File: src/dmag_pkg.sv
// constants for data memory address generation
package dmag_pkg;
    // ************************************************
    // address space
    // ************************************************
    localparam int          ADDR_W         = 12;
    localparam int          DATA_W         = 8;
    localparam logic [7:0]  LIT_OFS_MAX    = 8'h5f;
    localparam logic [7:0]  ACCESS_SPLIT   = 8'h60;
    localparam logic [3:0]  SFR_BANK       = 4'hf;
    // ************************************************
    // pointer and virtual register map (low byte in bank f)
    // ************************************************
    localparam logic [7:0]  PTR0_LOW_LO    = 8'he9;
    localparam logic [7:0]  PTR0_HIGH_LO   = 8'hea;
    localparam logic [7:0]  PTR1_LOW_LO    = 8'he1;
    localparam logic [7:0]  PTR1_HIGH_LO   = 8'he2;
    localparam logic [7:0]  PTR2_LOW_LO    = 8'hd9;
    localparam logic [7:0]  PTR2_HIGH_LO   = 8'hda;
    localparam logic [7:0]  VIRT0_BASE_LO  = 8'heb;
    localparam logic [7:0]  VIRT1_BASE_LO  = 8'he3;
    localparam logic [7:0]  VIRT2_BASE_LO  = 8'hdb;
    localparam logic [7:0]  VIRT_COUNT     = 8'h05;
    // virtual register kinds, index from base: indirect_port_plus_working, preinc, postinc,
    // postdec, plain
    typedef enum logic [2:0] {
        VK_INDIRECT_PORT_PLUS_WORKING   = 3'b000,
        VK_PREINC  = 3'b001,
        VK_POSTINC = 3'b010,
        VK_POSTDEC = 3'b011,
        VK_PLAIN   = 3'b100
    } dmag_vkind_t;
    localparam logic [11:0] PTR_RESET      = 12'h000;
    localparam logic [7:0]  READ_ZERO      = 8'h00;
endpackage

File: src/dmag_ptr.sv
// one pointer register pair with direct and indirect update
`timescale 1ns/1ps
`default_nettype none
module dmag_ptr
    import dmag_pkg::*;
(
    input  wire logic              clk_i,
    input  wire logic              rst_i,
    input  wire logic              wr_low_i,
    input  wire logic              wr_high_i,
    input  wire logic [7:0]        wdata_i,
    input  wire logic              step_i,
    input  wire logic              step_down_i,
    output logic      [11:0]       ptr_o
);
    logic [11:0] ptr_q;
    logic [11:0] ptr_d;

    // direct writes win over any pending step
    always_comb begin
        ptr_d = ptr_q;
        if (wr_low_i || wr_high_i) begin
            if (wr_low_i) begin
                ptr_d[7:0] = wdata_i;
            end
            if (wr_high_i) begin
                ptr_d[11:8] = wdata_i[3:0];
            end
        end else if (step_i) begin
            ptr_d = step_down_i ? ptr_q - 12'h001 : ptr_q + 12'h001;
        end
    end

    always_ff @(posedge clk_i) begin
        if (rst_i) begin
            ptr_q <= PTR_RESET;
        end else begin
            ptr_q <= ptr_d;
        end
    end

    assign ptr_o = ptr_q;
endmodule
`default_nettype wire

File: src/dmag_top.sv
// operand address generation for the core data memory
// Contract
// - indirect read of virtual register returns zero
// - indirect write to virtual register does nothing
// - write onto pointer pair stores, no step
// - pointers are direct-accessible special registers
// - indirect access reaches other special registers
// - plus-working port addresses pointer plus W
// - indexed mode only with fuse set
// - extended set leaves map and space unchanged
// - pointers zero and one unchanged when extended
// - indexed only when a=0 and f<=5Fh
// - indexed target is pointer two plus offset
// - else bank select or access bank address
// - indexed applies to byte and bit ops only
// - a=1 or f>=60h stays direct
`timescale 1ns/1ps
`default_nettype none
module dmag_top
    import dmag_pkg::*;
(
    input  wire logic              CORE_CLK_I,
    input  wire logic              RST_I,
    input  wire logic              EXT_SET_FUSE_I,
    input  wire logic              OP_VALID_I,
    input  wire logic              OP_FILE_I,
    input  wire logic              OP_WRITE_I,
    input  wire logic              ACCESS_SEL_I,
    input  wire logic [7:0]        FILE_ADDR_I,
    input  wire logic [3:0]        BANK_SELECT_I,
    input  wire logic [7:0]        WORKING_I,
    input  wire logic [7:0]        WDATA_I,
    input  wire logic [7:0]        MEM_RDATA_I,
    output logic      [11:0]       MEM_ADDR_O,
    output logic                   MEM_RD_O,
    output logic                   MEM_WR_O,
    output logic      [7:0]        MEM_WDATA_O,
    output logic      [7:0]        RDATA_O,
    output logic      [11:0]       POINTER_ZERO_O,
    output logic      [11:0]       POINTER_ONE_O,
    output logic      [11:0]       POINTER_TWO_O
);
    // ************************************************
    // decode helpers
    // ************************************************
    function automatic logic is_sfr(input logic [11:0] a,
                                    input logic [7:0] lo);
        return (a[11:8] == SFR_BANK) && (a[7:0] == lo);
    endfunction

    // which virtual register of a pointer, valid when hit
    function automatic logic virt_hit(input logic [11:0] a,
                                      input logic [7:0] base);
        return (a[11:8] == SFR_BANK) && (a[7:0] >= base)
            && (a[7:0] < base + VIRT_COUNT);
    endfunction

    function automatic logic [2:0] virt_kind(input logic [11:0] a,
                                             input logic [7:0] base);
        logic [7:0] diff;
        diff = a[7:0] - base;
        return diff[2:0];
    endfunction

    function automatic logic [11:0] eff_addr(input logic [11:0] p,
                                             input logic [2:0] k,
                                             input logic [7:0] w);
        logic [11:0] r;
        r = p;
        if (k == VK_INDIRECT_PORT_PLUS_WORKING) begin
            r = p + {4'h0, w};
        end else if (k == VK_PREINC) begin
            r = p + 12'h001;
        end
        return r;
    endfunction

    // ************************************************
    // direct address formation
    // ************************************************
    logic [11:0] ptr0;
    logic [11:0] ptr1;
    logic [11:0] ptr2;
    wire         indexed  = EXT_SET_FUSE_I && OP_FILE_I && !ACCESS_SEL_I
                            && (FILE_ADDR_I <= LIT_OFS_MAX);
    wire [11:0]  idx_addr = ptr2 + {4'h0, FILE_ADDR_I};
    wire [11:0]  acc_addr = (FILE_ADDR_I < ACCESS_SPLIT)
                            ? {4'h0, FILE_ADDR_I}
                            : {SFR_BANK, FILE_ADDR_I};
    // a=1 or high file address keeps direct meaning
    wire [11:0]  dir_addr = indexed ? idx_addr
                          : ACCESS_SEL_I ? {BANK_SELECT_I, FILE_ADDR_I}
                          : acc_addr;

    // ************************************************
    // first level virtual register resolve
    // ************************************************
    wire         hit0 = virt_hit(dir_addr, VIRT0_BASE_LO);
    wire         hit1 = virt_hit(dir_addr, VIRT1_BASE_LO);
    wire         hit2 = virt_hit(dir_addr, VIRT2_BASE_LO);
    wire [2:0]   kind = hit0 ? virt_kind(dir_addr, VIRT0_BASE_LO)
                      : hit1 ? virt_kind(dir_addr, VIRT1_BASE_LO)
                      : virt_kind(dir_addr, VIRT2_BASE_LO);
    wire [11:0]  sel_ptr = hit0 ? ptr0 : hit1 ? ptr1 : ptr2;
    wire         indirect = OP_VALID_I && (hit0 || hit1 || hit2);
    wire [11:0]  tgt = indirect ? eff_addr(sel_ptr, kind, WORKING_I)
                                : dir_addr;

    // an indirect target that is itself virtual is a dead access
    wire         tgt_virt = indirect && (virt_hit(tgt, VIRT0_BASE_LO)
                            || virt_hit(tgt, VIRT1_BASE_LO)
                            || virt_hit(tgt, VIRT2_BASE_LO));

    // ************************************************
    // pointer register writes and steps
    // ************************************************
    wire         wr_any = OP_VALID_I && OP_WRITE_I && !tgt_virt;
    wire         w0l = wr_any && is_sfr(tgt, PTR0_LOW_LO);
    wire         w0h = wr_any && is_sfr(tgt, PTR0_HIGH_LO);
    wire         w1l = wr_any && is_sfr(tgt, PTR1_LOW_LO);
    wire         w1h = wr_any && is_sfr(tgt, PTR1_HIGH_LO);
    wire         w2l = wr_any && is_sfr(tgt, PTR2_LOW_LO);
    wire         w2h = wr_any && is_sfr(tgt, PTR2_HIGH_LO);
    wire         tgt_ptr = is_sfr(tgt, PTR0_LOW_LO)
                        || is_sfr(tgt, PTR0_HIGH_LO)
                        || is_sfr(tgt, PTR1_LOW_LO)
                        || is_sfr(tgt, PTR1_HIGH_LO)
                        || is_sfr(tgt, PTR2_LOW_LO)
                        || is_sfr(tgt, PTR2_HIGH_LO);
    // steps suppressed on dead accesses and on pointer writes
    wire         stepping = indirect && !tgt_virt && (kind != VK_INDIRECT_PORT_PLUS_WORKING)
                            && (kind != VK_PLAIN) && !(OP_WRITE_I && tgt_ptr);
    wire         down = (kind == VK_POSTDEC);

    dmag_ptr u_ptr0 (
        .clk_i       (CORE_CLK_I),
        .rst_i       (RST_I),
        .wr_low_i    (w0l),
        .wr_high_i   (w0h),
        .wdata_i     (WDATA_I),
        .step_i      (stepping && hit0),
        .step_down_i (down),
        .ptr_o       (ptr0)
    );
    dmag_ptr u_ptr1 (
        .clk_i       (CORE_CLK_I),
        .rst_i       (RST_I),
        .wr_low_i    (w1l),
        .wr_high_i   (w1h),
        .wdata_i     (WDATA_I),
        .step_i      (stepping && hit1),
        .step_down_i (down),
        .ptr_o       (ptr1)
    );
    dmag_ptr u_ptr2 (
        .clk_i       (CORE_CLK_I),
        .rst_i       (RST_I),
        .wr_low_i    (w2l),
        .wr_high_i   (w2h),
        .wdata_i     (WDATA_I),
        .step_i      (stepping && hit2),
        .step_down_i (down),
        .ptr_o       (ptr2)
    );

    // ************************************************
    // read data selection
    // ************************************************
    // pointer bytes come from here; other special registers pass to memory
    wire [7:0]   ptr_rd = is_sfr(tgt, PTR0_LOW_LO)  ? ptr0[7:0]
                        : is_sfr(tgt, PTR0_HIGH_LO) ? {4'h0, ptr0[11:8]}
                        : is_sfr(tgt, PTR1_LOW_LO)  ? ptr1[7:0]
                        : is_sfr(tgt, PTR1_HIGH_LO) ? {4'h0, ptr1[11:8]}
                        : is_sfr(tgt, PTR2_LOW_LO)  ? ptr2[7:0]
                        : {4'h0, ptr2[11:8]};
    wire [7:0]   rd_sel = tgt_virt ? READ_ZERO
                        : tgt_ptr  ? ptr_rd
                        : MEM_RDATA_I;
    wire         mem_ok = OP_VALID_I && !tgt_virt && !tgt_ptr && !(!indirect
                          && (hit0 || hit1 || hit2));

    logic [7:0]  rdata_q;
    always_ff @(posedge CORE_CLK_I) begin
        if (RST_I) begin
            rdata_q <= READ_ZERO;
        end else if (OP_VALID_I && !OP_WRITE_I) begin
            rdata_q <= rd_sel;
        end
    end

    // handshake and address outputs are combinational by design
    assign MEM_ADDR_O     = tgt;
    assign MEM_RD_O       = mem_ok && !OP_WRITE_I;
    assign MEM_WR_O       = mem_ok && OP_WRITE_I;
    assign MEM_WDATA_O    = WDATA_I;
    assign RDATA_O        = rdata_q;
    assign POINTER_ZERO_O = ptr0;
    assign POINTER_ONE_O  = ptr1;
    assign POINTER_TWO_O  = ptr2;
endmodule
`default_nettype wire

File: config.mk
export PLATFORM = sky130hd
export DESIGN_NAME = dmag_top
export DESIGN_NICKNAME = d
export VERILOG_FILES = /design/src/dmag_pkg.sv /design/src/dmag_ptr.sv /design/src/dmag_top.sv
export SDC_FILE = /design/constraint.sdc
export NUM_CORES = 1
export LEC_CHECK = 0
export ABC_AREA = 1
export ABC_CLOCK_PERIOD_IN_PS = 8500
export BUFFER_PORTS_ARGS = -buffer_cell sky130_fd_sc_hd__clkbuf_2
export CORE_ASPECT_RATIO = 0.9
export CORE_UTILIZATION = 64
export DETAILED_ROUTE_END_ITERATION = 10
export PLACE_DENSITY = 0.92
export SYNTH_ARGS = -nofsm -noshare
export SYNTH_HDL_FRONTEND = slang
export SYNTH_SLANG_ARGS = --single-unit
File: constraint.sdc
create_clock -name CORE_CLK_I -period 8.5 [get_ports CORE_CLK_I]
set_input_delay 0.425 -clock CORE_CLK_I [delete_from_list [all_inputs] [get_ports CORE_CLK_I]]
set_output_delay 0.425 -clock CORE_CLK_I [all_outputs]
set_load 0.005 [all_outputs]
==> reports/results.txt, run 1 <==
Per-cell routed wire length = 15.1 um
Die H = 98.8 um
Crit path max fanout = 20
Slew HR = 0.230
Die area = 0.0108 mm^2
Post-Route WL = 20100 um
Post-synth net total = 1217
Power density over the cells = 73.9 mW/mm^2
Fmax = 0.144 GHz
Initial DRC Count = 741
Crit-path most repeated cell = nand2_1
Final GP Congestion = 0.994
Largest net degree at the start of global routing = 37
CP arrival = 7150 ps
Post-CTS Setup Bufs = 0
Worst hold slack = 441 ps
Asr flop ratio synth = 0
Clk Tree Root Cell = clkbuf_16
Leakage power = 3.98 nW
Top FF cell, synth = dfxtp_1
First-pass GRT wire length = 32800 um
Crit path required time = 8720 ps
Post-synth EDFFs = 0
Share of layout cells above drive strength 1 = 0.182
Period minus WS final = 6940 ps
Initial Util = 0.675
Setup TNS = 0 ps
Layout filler cell count = 844
Htree depth = 2
Synth top area cells = nand2_1, dfxtp_1, ha_1, inv_1, nand3_1
Syn Area/Cell = 5.94 um^2
Synth-to-layout area growth = 9.37%
Synthesized flop and latch total = 44
Overall Global Routing Usage = 0.381
Layout Nets = 1300
Cell variety after synth = 43
Clk pin slew, worst setup/hold paths = 70 ps
Vias per cell = 5.73
Post-CTS sizing = 0
IR drop worst, VDD = 0.0881 mV
# diodes = 0
CTS hold repair buffers = 0
Fin util = 0.738
Initial antenna violation count = 0
Io pins = 109
Most frequent cell after synthesis = nand2_1
Total vias in the final route = 7624
Post-Syn Area = 0.00666 mm^2
Tightest Pin Transition = 1150 ps
I/O Buffers = 108
Number of global-route vias before repair = 6878
Largest stage delay, worst path = 900 ps
Worst Hold Class = in -> reg
# clock sinks = 44
Synthesized instance count = 1121
Crit share post-route = 0.816
Max_cap viols = 0
Clock latency at the later pin of the worst-skew pair = 290 ps
Startpoint types = flop
Overflow after GRT = 0
Crit-path slowest cell = nor2_1
Post-DP HPWL = 15900 um
Max Transition Viols Final = 0
TritonCTS Buffers = 5
Num rows = 34
Multi-input gate area = 0.00491 mm^2
Most common library cells after synthesis = nand2_1, inv_1, nor2_1
Final ANT Viol Nets = 0
Post-synth top area cell = nand2_1
RSZ-0062 raised after global routing = false
First drt pass iteration count = 6
Final setup fails = 0
Status = finished, final reports clean
YS warnings = 0
CP endpoint kind = flop
Seq/Total Area, Yosys = 0.132
Fin. Hold Viols = 0
CTS tree = built
Post-Route Skew = 14.2 ps
Synth top area share = 0.164
FF+latch area = 881 um^2
Die X = 110 um
Crit Path Class = reg -> reg
Core footprint = 0.00987 mm^2
Remaining DRCs = 0
Clock Path Buffers = 2
## stage by stage
stage	cells	power, mW	setup slack, ps	cell area [um^2]
3_3_place_gp	1323	0.335	2050	7140
4_1_cts	1331	0.534	1710	7290
3_5_place_dp	1323	0.337	1750	7140
5_1_grt	1331	0.558	895	7290
6_report	1331	0.538	1560	7290
2_1_floorplan	1121	0.300	3180	6660
## path summary, 6_finish.rpt
path	end	cells after the start	slack, ps	from
setup / recovery	u_ptr0.ptr_o[8]	43	1560	u_ptr2.ptr_o[0]
hold / removal	RDATA_O[1]	2	440	RST_I
setup reg to reg	u_ptr0.ptr_o[8]	43	1560	u_ptr2.ptr_o[0]
hold reg to reg	RDATA_O[6]	2	470	RDATA_O[6]
## area by class of cell
class / instances / area share
Multi-Input combinational cell: 875 / 0.675
Sequential cell: 44 / 0.121
Inverter: 169 / 0.0871
Timing Repair Buffer: 109 / 0.0752
Tap cell: 126 / 0.0216
Clock buffer: 7 / 0.0196
Clock inverter: 1 / 0.00103
## report_power, final
part           total (mW)  leakage (nW)  internal (mW)  switching (mW)
logic               0.127          3.55         0.0446          0.0820
registers           0.209         0.355          0.208         0.00101
clock network       0.203        0.0701          0.117          0.0856
total               0.538          3.98          0.370           0.169
## cell usage in the layout (no fill, tap or decap), types with 30 or more instances in the layout
master	n
inv_1	150
xor2_1	30
nand3_1	100
clkbuf_2	108
a21oi_1	85
ha_1	48
o21ai_1	34
dfxtp_1	44
o21ai_0	37
nor2_1	111
nand2_1	291
## logic make-up after synthesis
kind of cell / Yosys count / share of synthesized area
AND/OR/NAND/NOR: 606 / 0.437
XOR/XNOR: 37 / 0.0486
flip-flops: 44 / 0.132
adder cells (fa/ha/maj): 53 / 0.105
buffers and inverters: 202 / 0.130
AO/OA/AOI/OAI: 179 / 0.147
## sequential cells by signal, summed over array words and instances (netlist names)
signal,count
RDATA_O,8
u_ptr0.ptr_o,12
u_ptr1.ptr_o,12
u_ptr2.ptr_o,12
## worst max-delay path: cells and delay by family, from the launching register on
family	cells	cell delay (ps)
AND/OR/NAND/NOR	30	4050
adder cells (fa/ha/maj)	3	980
AO/OA/AOI/OAI	6	830
flip-flops	1	520
buffers and inverters	4	500
## metal layers
metal,share of wire,global-route usage,up-vias
met1,0.42,0.535,3311
li1,-,-,3758
met3,0.12,0.0688,85
met5,0,0,-
met4,0.041,0.147,0
met2,0.42,0.574,470
Power figures use the tool's default switching activity.
==> inputs of run 2 (changes only) <==
- ABC_CLOCK_PERIOD_IN_PS: 8500 -> 5830
- CORE_UTILIZATION: 64 -> 53
- PLACE_DENSITY: 0.92 -> 0.82
- clock period: 8.5 -> 5.83 ns (I/O delays scaled with it)
==> run 2 against run 1 <==
Effect of this change: register-to-register slack worse by 1400 ps; count of clock-buffer cells in the layout is 1 lower; critical path type unchanged; sequential share of layout area is 1.6 points lower; largest power group is now the clock network.
==> reports/results.txt, run 2 (synthesis results as in run 1) <==
Layout Nets = 1382
TritonCTS Buffers = 5
Clk Tree Root Cell = clkbuf_16
Core footprint = 0.0122 mm^2
CP endpoint kind = flop
Crit-path slowest cell = fa_2
Post-DP HPWL = 17200 um
Fin. Hold Viols = 0
Htree depth = 2
Max Transition Viols Final = 0
Largest net degree at the start of global routing = 37
Worst Hold Class = in -> reg
Power density over the cells = 102 mW/mm^2
Clk pin slew, worst setup/hold paths = 70 ps
Initial antenna violation count = 0
Hold path start = RST_I
Total chip power = 0.861 mW
Crit path max fanout = 8
Remaining DRCs = 0
CTS tree = built
Crit Path Class = reg -> reg
Status = finished, final reports clean
R2r setup slk = 170 ps
Most frequent cells in the layout = nand2_1, inv_1, clkbuf_2
Clock latency at the later pin of the worst-skew pair = 290 ps
Final ANT Viol Nets = 0
Multi-input gate area = 0.00531 mm^2
Die X = 120 um
Layout filler cell count = 1049
Leakage power = 4.45 nW
Largest stage delay, worst path = 390 ps
Reg-to-reg endpoint = u_ptr1.ptr_o[0]
Hold path depth = 2
Number of global-route vias before repair = 6811
Share of layout cells above drive strength 1 = 0.286
Slew HR = 0.244
Clock Path Buffers = 2
Setup TNS = 0 ps
Io pins = 109
Reg2reg path depth = 40
CP arrival = 5850 ps
Post-Route Skew = 5.23 ps
Per-cell routed wire length = 16.4 um
WHS Endpoint = RDATA_O[5]
Commonest non-fill, non-tap cell in the layout = nand2_1
Die area = 0.0130 mm^2
Synth-to-layout area growth = 26.5%
Final setup fails = 0
I/O Buffers = 108
FF+latch area = 885 um^2
Num rows = 38
First drt pass iteration count = 7
Crit share post-route = 0.971
# clock sinks = 44
Period minus WS final = 5660 ps
Crit path required time = 6020 ps
Total vias in the final route = 8276
Worst flop-to-flop path startpoint = u_ptr2.ptr_o[0]
Die H = 108 um
Overall Global Routing Usage = 0.329
IR drop worst, VDD = 0.110 mV
Crit-path most repeated cell = inv_1
Overflow after GRT = 0
Startpoint types = flop
Tightest Pin Transition = 1130 ps
# diodes = 0
Max_cap viols = 0
Fmax = 0.177 GHz
Final GP Congestion = 0.982
Initial Util = 0.547
Critical Path Start = u_ptr2.ptr_o[0]
Post-Route WL = 23700 um
First-pass GRT wire length = 33900 um
Initial DRC Count = 887
Vias per cell = 5.72
==> run 2: worst max-delay path by stage <==
stage / end / slack, ps / cells after the start
6_report: u_ptr1.ptr_o[0] / 170 / 40
5_1_grt: u_ptr1.ptr_o[3] / -160 / 40
4_1_cts: MEM_WR_O / 20 / 43
3_5_place_dp: u_ptr1.ptr_o[8] / -110 / 45
3_3_place_gp: u_ptr0.ptr_o[3] / 170 / 42
2_1_floorplan: u_ptr2.ptr_o[0] / 580 / 43
==> run 2: power by group <==
| group | internal (mW) | switching (mW) |
|---|---|---|
| registers | 0.303 | 0.00143 |
| logic | 0.0784 | 0.133 |
| clock network | 0.215 | 0.131 |
| total | 0.596 | 0.265 |
==> run 2: routing by layer <==
metal / up-vias / global-route usage / wire length, um
li1: 3944 / - / -
met1: 3695 / 0.448 / 9850
met2: 520 / 0.527 / 10100
met3: 117 / 0.0501 / 2580
met4: 0 / 0.107 / 1140
met5: - / 0 / 0
==> run 2: layout make-up <==
class                           count  area share
Multi-Input combinational cell    879       0.630
Tap cell                          160      0.0237
Timing Repair Buffer              187       0.143
Clock buffer                        6      0.0165
Sequential cell                    44       0.105
Clock inverter                      2     0.00460
Inverter                          169      0.0770
==> run 2: what timing repair did <==
| item | CTS | global route |
|---|---|---|
| endpoints found under the hold margin | 0 | 0 |
| pin swaps | 1 | 47 |
| hold buffers | 0 | 0 |
| gates resized for setup | 7 | 107 |
| cloned | 0 | 5 |
| endpoints found under the setup margin | 37 | 46 |
| setup buffers | 0 | 52 |
==> run 2: per-stage QoR <==
stage / cell area (um^2) / setup slack, ps / instances / utilization / hold slack [ps]
after global placement: 7370 / 173 / 1382 / 0.605 / 455
after floorplan: 6660 / 581 / 1121 / - / 462
after CTS: 7570 / 24.1 / 1390 / 0.622 / 286
final: 8430 / 169 / 1447 / 0.693 / 292
after global routing: 8430 / -156 / 1447 / 0.693 / 295
after detailed placement: 7370 / -114 / 1382 / 0.605 / 456
==> run 2: worst max-delay path, delay by kind of cell (launching register included) <==
kind            cells  cell delay [ps]
xor+xnor            1              150
compound gates      3              240
flops               1              380
buf+inv             9              960
fa+ha+maj           4             1000
simple gates       23             2780
